**src/rtl/aec_pkg.sv**
```systemverilog
// constants, types and behaviour notes for the asynchronous event counter
// Notes on behaviour
// RULE_01 - sixteen-bit counter from high and low bytes, wraps after 65536 events
// RULE_02 - high and low bytes can run as two independent 8-bit channels
// RULE_03 - external events count regardless of base clock activity; here the pins are sampled on clk, so events count only while clk runs
// RULE_04 - counting allowed only while gate pin or gate pwm output is high
// RULE_05 - gate interrupt on selected edge or both edges of the gate signal
// RULE_06 - gate pin interrupt usable alone when counters are idle
// RULE_07 - gate pwm toggles counting enable automatically in a fixed cycle
// RULE_08 - each counter picks event pin or clock divided by 2, 4 or 8
// RULE_09 - both-edge counting available on high and low event pins
// RULE_10 - software can reset each counter and halt its counting
// RULE_11 - overflow of a counter raises an interrupt request
// RULE_12 - module standby bit stops this block independently
// RULE_13 - pwm period high and low registers, read/write, reset to FF
// RULE_14 - software keeps period registers unchanged while pwm enable is set
// RULE_15 - pwm data high and low registers, write-only, reset to zero
// RULE_16 - software keeps data registers unchanged while pwm enable is set
// RULE_17 - edge select register holds three edge fields and pwm enable at bit 1
// RULE_18 - high pin edge bits 7:6: 00 falling, 01 rising, 10 both
// RULE_19 - low pin bits 5:4 and gate bits 3:2 use the same encoding
// RULE_20 - pwm enable 0 gates by pin; 1 runs pwm and deselects pin
// RULE_21 - overflow flag set on FF to 00, cleared by read-1 then write-0
// RULE_22 - channel mode 0 cascades bytes; high flag marks FFFF to 0000
// RULE_23 - counts and overflows are captured in the system clock domain
package aec_pkg;
  localparam logic [15:0] ADDR_PERIOD_HIGH = 16'hFF8C;
  localparam logic [15:0] ADDR_PERIOD_LOW = 16'hFF8D;
  localparam logic [15:0] ADDR_DATA_HIGH = 16'hFF8E;
  localparam logic [15:0] ADDR_DATA_LOW = 16'hFF8F;
  localparam logic [15:0] ADDR_EDGE_SEL = 16'hFF92;
  localparam logic [15:0] ADDR_CTRL = 16'hFF94;
  localparam logic [15:0] ADDR_CTRL_STATUS = 16'hFF95;
  localparam logic [15:0] ADDR_COUNT_HIGH = 16'hFF96;
  localparam logic [15:0] ADDR_COUNT_LOW = 16'hFF97;
  localparam logic [15:0] ADDR_CLOCK_STOP = 16'hFFFB;
  localparam logic [7:0] RST_PERIOD = 8'hFF;
  localparam logic [7:0] RST_DATA = 8'h00;
  localparam logic [7:0] RST_ZERO = 8'h00;
  localparam logic [7:0] RST_CLOCK_STOP = 8'hFF;
  // edge select fields
  localparam int EDGE_HIGH_LSB = 6;
  localparam int EDGE_LOW_LSB = 4;
  localparam int EDGE_GATE_LSB = 2;
  localparam int PWM_ENABLE_BIT = 1;
  localparam logic [1:0] EDGE_FALL = 2'h0;
  localparam logic [1:0] EDGE_RISE = 2'h1;
  localparam logic [1:0] EDGE_BOTH = 2'h2;
  // control fields
  localparam int CLK_HIGH_LSB = 6;
  localparam int CLK_LOW_LSB = 4;
  localparam int PWM_CLK_LSB = 1;
  localparam logic [1:0] SRC_PIN = 2'h0;
  localparam logic [1:0] SRC_DIV2 = 2'h1;
  localparam logic [1:0] SRC_DIV4 = 2'h2;
  // control/status fields, clock stop standby bit and count constants
  localparam int OVF_HIGH_BIT = 7;
  localparam int OVF_LOW_BIT = 6;
  localparam int SPLIT_BIT = 4;
  localparam int RUN_HIGH_BIT = 3;
  localparam int RUN_LOW_BIT = 2;
  localparam int RELEASE_HIGH_BIT = 1;
  localparam int RELEASE_LOW_BIT = 0;
  localparam int STANDBY_BIT = 3;
  localparam logic [7:0] CNT_ONE = 8'h01;
  localparam logic [7:0] CNT_MAX = 8'hFF;
  localparam logic [5:0] PRESCALE_ONE = 6'h01;

  typedef struct packed {
    logic [15:0] address;
    logic read;
    logic write;
    logic [7:0] writedata;
  } aec_bus_req_t;

  typedef struct packed {
    logic [7:0] periodHigh;
    logic [7:0] periodLow;
    logic [7:0] dataHigh;
    logic [7:0] dataLow;
    logic [7:0] edgeSel;
    logic [7:0] ctrl;
    logic [7:0] ctrlStatus;
    logic [7:0] clockStop;
    logic [7:0] countHigh;
    logic [7:0] countLow;
    logic [5:0] prescale;
    logic [15:0] pwmCount;
    logic pwmOut;
    logic evHighPrev;
    logic evLowPrev;
    logic gatePrev;
    logic ovfHighArmed;
    logic ovfLowArmed;
    logic [7:0] readData;
    logic readValid;
    logic irqGate;
    logic irqOvfHigh;
    logic irqOvfLow;
    logic pwmPin;
  } aec_state_t;
endpackage

```
**src/rtl/aec_event_counter.sv**
```systemverilog
// asynchronous event counter with gating pwm and avalon-mm register slave
`timescale 1ns/100ps
module aec_event_counter (
  input wire logic clk,
  input wire logic rst,
  input wire logic [15:0] avsAddress,
  input wire logic avsRead,
  input wire logic avsWrite,
  input wire logic [7:0] avsWritedata,
  output logic [7:0] avsReaddata,
  output logic avsWaitrequest,
  input wire logic eventInHigh,
  input wire logic eventInLow,
  input wire logic gateIrqPin,
  output logic gatePwmOut,
  output logic irqGate,
  output logic irqOverflowHigh,
  output logic irqOverflowLow
);
  aec_pkg::aec_state_t s_q;
  aec_pkg::aec_state_t s_d;
  aec_pkg::aec_bus_req_t req;

  logic active;
  logic gateLevel;
  logic gateEdge;
  logic tickHigh;
  logic tickLow;
  logic [15:0] cascade;
  logic [15:0] pwmLimit;
  logic pwmTick;
  logic [15:0] count16;
  logic wrapHigh;
  logic wrapLow;

  // ---------------------------------------------------------------
  // edge and source selection
  // ---------------------------------------------------------------
  function automatic logic edgeHit(input logic [1:0] sel, input logic now, input logic prev);
    logic hit;
    hit = 1'b0;
    case (sel)
      aec_pkg::EDGE_FALL: hit = prev & ~now;
      aec_pkg::EDGE_RISE: hit = ~prev & now;
      aec_pkg::EDGE_BOTH: hit = prev ^ now;
      default: hit = 1'b0;
    endcase
    return hit;
  endfunction

  function automatic logic srcTick(input logic [1:0] src, input logic pinHit,
                                   input logic [5:0] pre);
    logic t;
    t = 1'b0;
    case (src)
      aec_pkg::SRC_PIN: t = pinHit;
      aec_pkg::SRC_DIV2: t = pre[0];
      aec_pkg::SRC_DIV4: t = &pre[1:0];
      default: t = &pre[2:0];
    endcase
    return t;
  endfunction

  always_comb begin
    req.address = avsAddress;
    req.read = avsRead;
    req.write = avsWrite;
    req.writedata = avsWritedata;
  end

  always_comb begin
    // standby bit at 0 stops the module, see RULE_12
    active = s_q.clockStop[aec_pkg::STANDBY_BIT];
    // gate is pin when pwm disabled, pwm output otherwise, see RULE_20
    gateLevel = s_q.edgeSel[aec_pkg::PWM_ENABLE_BIT] ? s_q.pwmOut : gateIrqPin;
    // gate interrupt works whether or not counting is used, see RULE_05 and RULE_06
    gateEdge = edgeHit(s_q.edgeSel[aec_pkg::EDGE_GATE_LSB +: 2], gateLevel, s_q.gatePrev);
    // pins sampled on clk; events faster than half clk rate are lost, see RULE_03 and RULE_09
    tickHigh = srcTick(s_q.ctrl[aec_pkg::CLK_HIGH_LSB +: 2],
      edgeHit(s_q.edgeSel[aec_pkg::EDGE_HIGH_LSB +: 2], eventInHigh, s_q.evHighPrev),
      s_q.prescale); // see RULE_08
    tickLow = srcTick(s_q.ctrl[aec_pkg::CLK_LOW_LSB +: 2],
      edgeHit(s_q.edgeSel[aec_pkg::EDGE_LOW_LSB +: 2], eventInLow, s_q.evLowPrev),
      s_q.prescale); // see RULE_08
    // counting only while gate high, see RULE_04
    tickHigh = tickHigh & gateLevel & active & s_q.ctrlStatus[aec_pkg::RUN_HIGH_BIT];
    tickLow = tickLow & gateLevel & active & s_q.ctrlStatus[aec_pkg::RUN_LOW_BIT];
    // pwm clock: prescale bit n pattern gives phi/2 .. phi/64
    case (s_q.ctrl[aec_pkg::PWM_CLK_LSB +: 3])
      3'h0: pwmTick = s_q.prescale[0];
      3'h1: pwmTick = &s_q.prescale[1:0];
      3'h2: pwmTick = &s_q.prescale[2:0];
      3'h3: pwmTick = &s_q.prescale[3:0];
      3'h4: pwmTick = &s_q.prescale[4:0];
      3'h6: pwmTick = &s_q.prescale[4:0];
      default: pwmTick = &s_q.prescale[5:0];
    endcase
    pwmLimit = {s_q.periodHigh, s_q.periodLow};
    cascade = {s_q.countHigh, s_q.countLow};
    count16 = cascade + 16'h0001;
  end

  // ---------------------------------------------------------------
  // next state
  // ---------------------------------------------------------------
  always_comb begin
    s_d = s_q;
    // wrap strobes live only in this process, one driver each
    wrapHigh = 1'b0;
    wrapLow = 1'b0;
    s_d.irqGate = 1'b0;
    s_d.irqOvfHigh = 1'b0;
    s_d.irqOvfLow = 1'b0;
    s_d.readValid = 1'b0;
    s_d.evHighPrev = eventInHigh;
    s_d.evLowPrev = eventInLow;
    s_d.gatePrev = gateLevel;
    s_d.prescale = active ? s_q.prescale + aec_pkg::PRESCALE_ONE : s_q.prescale;

    // gating pwm: high for data counts, low for the rest of the period, see RULE_07
    if (!s_q.edgeSel[aec_pkg::PWM_ENABLE_BIT] || !active) begin
      s_d.pwmCount = 16'h0000;
      s_d.pwmOut = 1'b0;
    end else if (pwmTick) begin
      s_d.pwmCount = (s_q.pwmCount >= pwmLimit) ? 16'h0000 : s_q.pwmCount + 16'h0001;
      s_d.pwmOut = s_d.pwmCount < {s_q.dataHigh, s_q.dataLow};
    end
    s_d.pwmPin = s_d.pwmOut;
    s_d.irqGate = gateEdge & active;

    // counters, see RULE_01 and RULE_02 and RULE_22
    if (s_q.ctrlStatus[aec_pkg::SPLIT_BIT]) begin
      if (tickHigh) begin
        s_d.countHigh = s_q.countHigh + aec_pkg::CNT_ONE;
        wrapHigh = s_q.countHigh == aec_pkg::CNT_MAX;
      end
      if (tickLow) begin
        s_d.countLow = s_q.countLow + aec_pkg::CNT_ONE;
        wrapLow = s_q.countLow == aec_pkg::CNT_MAX;
      end
    end else if (tickLow) begin
      s_d.countHigh = count16[15:8];
      s_d.countLow = count16[7:0];
      wrapHigh = cascade == 16'hFFFF;
      wrapLow = s_q.countLow == aec_pkg::CNT_MAX;
    end
    // software release holds counter at zero, see RULE_10
    if (!s_q.ctrlStatus[aec_pkg::RELEASE_HIGH_BIT]) begin
      s_d.countHigh = aec_pkg::RST_ZERO;
      wrapHigh = 1'b0;
    end
    if (!s_q.ctrlStatus[aec_pkg::RELEASE_LOW_BIT]) begin
      s_d.countLow = aec_pkg::RST_ZERO;
      wrapLow = 1'b0;
    end

    // register slave, one wait cycle on read
    if (req.write) begin
      case (req.address)
        aec_pkg::ADDR_PERIOD_HIGH: s_d.periodHigh = req.writedata; // see RULE_13
        aec_pkg::ADDR_PERIOD_LOW: s_d.periodLow = req.writedata; // see RULE_13
        aec_pkg::ADDR_DATA_HIGH: s_d.dataHigh = req.writedata; // see RULE_15
        aec_pkg::ADDR_DATA_LOW: s_d.dataLow = req.writedata; // see RULE_15
        aec_pkg::ADDR_EDGE_SEL: s_d.edgeSel = req.writedata; // see RULE_17 and RULE_18 and RULE_19
        aec_pkg::ADDR_CTRL: s_d.ctrl = req.writedata;
        aec_pkg::ADDR_CLOCK_STOP: s_d.clockStop = req.writedata;
        aec_pkg::ADDR_CTRL_STATUS: begin
          s_d.ctrlStatus[5:0] = req.writedata[5:0];
          // flag clears only after read-as-1 and write 0, see RULE_21
          if (!req.writedata[aec_pkg::OVF_HIGH_BIT] && s_q.ovfHighArmed) begin
            s_d.ctrlStatus[aec_pkg::OVF_HIGH_BIT] = 1'b0;
          end
          if (!req.writedata[aec_pkg::OVF_LOW_BIT] && s_q.ovfLowArmed) begin
            s_d.ctrlStatus[aec_pkg::OVF_LOW_BIT] = 1'b0;
          end
          s_d.ovfHighArmed = 1'b0;
          s_d.ovfLowArmed = 1'b0;
        end
        default: begin
        end
      endcase
    end
    if (req.read && !s_q.readValid) begin
      s_d.readValid = 1'b1;
      case (req.address)
        aec_pkg::ADDR_PERIOD_HIGH: s_d.readData = s_q.periodHigh;
        aec_pkg::ADDR_PERIOD_LOW: s_d.readData = s_q.periodLow;
        aec_pkg::ADDR_EDGE_SEL: s_d.readData = s_q.edgeSel;
        aec_pkg::ADDR_CTRL: s_d.readData = s_q.ctrl;
        aec_pkg::ADDR_CTRL_STATUS: begin
          s_d.readData = s_q.ctrlStatus;
          s_d.ovfHighArmed = s_q.ctrlStatus[aec_pkg::OVF_HIGH_BIT];
          s_d.ovfLowArmed = s_q.ctrlStatus[aec_pkg::OVF_LOW_BIT];
        end
        // counts are clk-domain registers, so never torn, see RULE_23
        aec_pkg::ADDR_COUNT_HIGH: s_d.readData = s_q.countHigh;
        aec_pkg::ADDR_COUNT_LOW: s_d.readData = s_q.countLow;
        aec_pkg::ADDR_CLOCK_STOP: s_d.readData = s_q.clockStop;
        default: s_d.readData = aec_pkg::RST_ZERO;
      endcase
    end

    // set wins over a clear in the same cycle, see RULE_21 and RULE_22
    if (wrapHigh) begin
      s_d.ctrlStatus[aec_pkg::OVF_HIGH_BIT] = 1'b1;
    end
    if (wrapLow && s_q.ctrlStatus[aec_pkg::SPLIT_BIT]) begin
      s_d.ctrlStatus[aec_pkg::OVF_LOW_BIT] = 1'b1;
    end
    // overflow interrupt pulses, see RULE_11
    s_d.irqOvfHigh = wrapHigh;
    s_d.irqOvfLow = wrapLow & s_q.ctrlStatus[aec_pkg::SPLIT_BIT];
  end

  // ---------------------------------------------------------------
  // state register
  // ---------------------------------------------------------------
  always_ff @(posedge clk) begin
    if (rst) begin
      s_q <= '0;
      s_q.periodHigh <= aec_pkg::RST_PERIOD;
      s_q.periodLow <= aec_pkg::RST_PERIOD;
      s_q.dataHigh <= aec_pkg::RST_DATA;
      s_q.dataLow <= aec_pkg::RST_DATA;
      s_q.clockStop <= aec_pkg::RST_CLOCK_STOP;
    end else begin
      s_q <= s_d;
    end
  end

  // period and data writes during pwm run are software's duty, see RULE_14 and RULE_16
  always_comb begin
    avsReaddata = s_q.readData;
    avsWaitrequest = (avsRead & ~s_q.readValid);
    gatePwmOut = s_q.pwmPin;
    irqGate = s_q.irqGate;
    irqOverflowHigh = s_q.irqOvfHigh;
    irqOverflowLow = s_q.irqOvfLow;
  end
endmodule

```
**config.mk**
```make
export PLATFORM = sky130hd
export DESIGN_NAME = aec_event_counter
export DESIGN_NICKNAME = d
export VERILOG_FILES = /design/src/rtl/aec_pkg.sv /design/src/rtl/aec_event_counter.sv
export SDC_FILE = /design/constraint.sdc
export NUM_CORES = 1
export LEC_CHECK = 0
export BUFFER_PORTS_ARGS = -buffer_cell sky130_fd_sc_hd__buf_2
export CAP_MARGIN = 20
export CORE_AREA = 2 2 108 110
export CTS_BUF_LIST = sky130_fd_sc_hd__clkbuf_4 sky130_fd_sc_hd__clkbuf_8
export CTS_CLUSTER_DIAMETER = 100
export DETAILED_ROUTE_END_ITERATION = 10
export DIE_AREA = 0 0 110 112
export HOLD_SLACK_MARGIN = 0.12
export PLACE_DENSITY = 0.8
export SLEW_MARGIN = 20
export SYNTH_ARGS = -nofsm -noshare
export SYNTH_HDL_FRONTEND = slang
export SYNTH_SLANG_ARGS = --single-unit
```
**constraint.sdc**
```tcl
create_clock -name clk -period 4.5 [get_ports clk]
set_input_delay 0.45 -clock clk [delete_from_list [all_inputs] [get_ports clk]]
set_output_delay 0.45 -clock clk [all_outputs]
set_load 0.02 [all_outputs]
```
==> reports/results.ini <==
[status]
outcome=complete, no violations

[clocking]
ctsResizeCount=0
cts.clk_slew.worst_paths_ns=0.08
cts_tree=built
postCtsHoldBufs=0
postCtsSetupBuffers=0
cts_buffer_depth=2
cts_num_sinks=120
cts.htree.levels=4
clk_latency_ns=0.44
cts_buffers=17
cts-root-buf=clkbuf_8

[sta]
fmax_mhz=269
worstMarginPinSlew_ns=1.14
skew_ns=0.0108
fin_crit_ns=3.72
finalHoldViolations=0
final-setup-viol-count=0
slew_viol_final=0
finalWorstSetupSlack_ns=0.778
maxSlewHeadroom=0.239
rsz0062_at_grt=no
tns_ns=0
period_share=0.827

[placement]
portBuffers=43
preCtsSetupSlack_ns=0.838
gp_congestion=0.938
dp_hpwl_um=13000

[yosys]
synth.distinct_cells=64
synth_top_cell_area_share=0.352
synth.cell_area_sq_um=6820
yosysWarnings=0
ys_seq_elements=120
synthCells=816
ys_top_cells_by_area=dfxtp_1 (35%), mux2i_1 (8.5%), ha_1 (7.9%)
synth.most_common_cell=dfxtp_1
synth_flop_cell=dfxtp_1
yosys-top-cells-count=dfxtp_1 (120), nand2_1 (96), nor2_1 (74)
syn_nets=890
synth_edf_count=0
avgSynthCellArea_sq_um=8.35
synth_top_cell_by_area=dfxtp_1
async_reset_ff_frac=0
seq_area_frac_synth=0.352

[power]
intPower_w=0.00164
powerDensity_nw_per_um2=291
combPwrFrac=0.044
power_leakage_nw=3.14
swShare=0.242
clock_power_share=0.463
sequentialPowerShare=0.493
switchingPower_w=0.000524
vdd_drop_max_v=0.000384

[grt]
antenna_found_initial=0
grt_pass1_vias=5869
grt_pass1_wl_um=29000
grt_overflow=0
grt.total_usage=0.304
grt_max_degree=53

[final_layout]
drive_gt1_frac=0.117
area_growth_pct=9.29
fin_nets=908
num_antenna_cells=0
utilization=0.667

[die]
dieArea_sq_um=12300
fp.dieW_um=110
chipHeight_um=112
placementRows=39
io_pins=44
core_area_sq_um=11200
initial_core_util=0.610

[worst_setup_path]
reg2regPathDepth=14
cp.arrival_ns=4.06
cp-start-kind=flip-flop
path_max_fanout=14
r2r_start=pwmLimit[13]
required_ns=4.84
critPathCaptureType=flip-flop
r2r-end=gatePwmOut
worstSetupPathType=flip-flop to flip-flop
rrSetupSlack_ns=0.78

[min_path]
hold_depth=3
hold_start=eventInLow
hold_class=input pin to flip-flop
min_to=s_q[16]

[routing]
final_antenna_net_count=0
drc_errors=0
drt_pass1_iterations=6
vias=6148
postRouteWirelength_um=17700
routed_via_density=6.21
drt-wirelength-per-cell_um=17.9
dr.first_iter.drc_count=676

[run]
cap_violations=0

## sequential cells by signal, indices dropped and copies added (netlist names)
register	count
active	1
gatePwmOut	1
avsReaddata	8
irqGate	1
cascade	16
pwmLimit	16
irqOverflowLow	1
irqOverflowHigh	1
s_q	75
## critical path, cell delays in order, from the launching register on
cell and delay [ns]:
dfxtp_1 0.37, inv_1 0.06, ha_1 0.29, nand4_1 0.13
or3_1 0.41, nor4_1 0.33, or3_1 0.39, buf_4 0.26
nor2_1 0.07, ha_1 0.30, a21o_1 0.19, a21o_1 0.17
a21oi_1 0.23, o2111ai_1 0.14, a311oi_1 0.27
## layout by cell type, fill, tap and decap left out, types with 3 or more instances in the layout
| master | instances |
|---|---|
| nand2_1 | 96 |
| buf_4 | 8 |
| and4_1 | 4 |
| o31ai_1 | 4 |
| ha_1 | 43 |
| nor2b_1 | 9 |
| nor3_1 | 9 |
| buf_2 | 43 |
| o21ai_0 | 19 |
| nor3b_1 | 6 |
| a221o_1 | 5 |
| mux4_2 | 3 |
| nand2b_1 | 6 |
| and3_1 | 6 |
| a21oi_1 | 46 |
| mux2i_1 | 58 |
| nand4_1 | 18 |
| inv_1 | 49 |
| nor4_1 | 10 |
| or3_1 | 11 |
| clkinvlp_4 | 4 |
| a31oi_1 | 11 |
| o21a_1 | 7 |
| xnor2_1 | 12 |
| xor2_1 | 10 |
| a222oi_1 | 6 |
| clkbuf_8 | 20 |
| a21o_1 | 6 |
| dfxtp_1 | 120 |
| a2bb2oi_1 | 6 |
| nand3_1 | 54 |
| or4_1 | 12 |
| a22oi_1 | 3 |
| nand4b_1 | 4 |
| nor2_1 | 74 |
## power groups by stage
stage / clock (W) / sequential, W / combinational, W
finish: 0.00100 / 0.00107 / 0.0000950
global route: 0.00106 / 0.00107 / 0.000102
CTS: 0.00101 / 0.00107 / 0.0000926
detailed placement: 0 / 0.00109 / 0.0000921
global placement: 0 / 0.00109 / 0.0000900
floorplan: 0 / 0.00109 / 0.0000563
## worst max-delay path by stage
stage	end	cells past startpoint	start	slack, ns
2_1_floorplan	gatePwmOut	16	pwmLimit[15]	1.11
3_3_place_gp	gatePwmOut	14	pwmLimit[15]	1.01
3_5_place_dp	gatePwmOut	14	pwmLimit[13]	0.84
4_1_cts	gatePwmOut	14	pwmLimit[15]	0.80
5_1_grt	gatePwmOut	14	pwmLimit[15]	0.45
6_report	gatePwmOut	14	pwmLimit[13]	0.78
## final cells by class
type                            count  area [sq um]
Sequential cell                   120          2400
Timing Repair Buffer               51           275
Clock buffer                       22           290
Fill cell                         911          3730
Inverter                           49           184
Clock inverter                     10           118
Tap cell                          143           179
Multi-Input combinational cell    595          4000
## metal layers
metal,global-route usage,up-vias,part of all wire
met1,0.405,2891,0.42
li1,-,2944,-
met4,0.126,0,0.028
met2,0.458,261,0.46
met5,0,-,0
met3,0.0878,52,0.094
## through the flow
| stage | cell area [sq um] | instances | hold WS, ns | power (W) |
|---|---|---|---|---|
| floorplan | 6820 | 816 | 0.427 | 0.00115 |
| global route | 7450 | 990 | 0.268 | 0.00224 |
| finish | 7450 | 990 | 0.264 | 0.00217 |
| global placement | 7030 | 958 | 0.436 | 0.00118 |
| detailed placement | 7030 | 958 | 0.451 | 0.00119 |
| CTS | 7440 | 990 | 0.246 | 0.00217 |
## cells by family after synthesis
logic type                 Yosys count  synth area share
adders and majority gates           43            0.0789
xor gates and xnor gates            22            0.0283
AOI/OAI and AO/OA                  135             0.137
muxes                               61            0.0951
buffers and inverters              101            0.0628
and+or+nand+nor                    334             0.245
DFF                                120             0.352
Power figures use the tool's default switching activity.
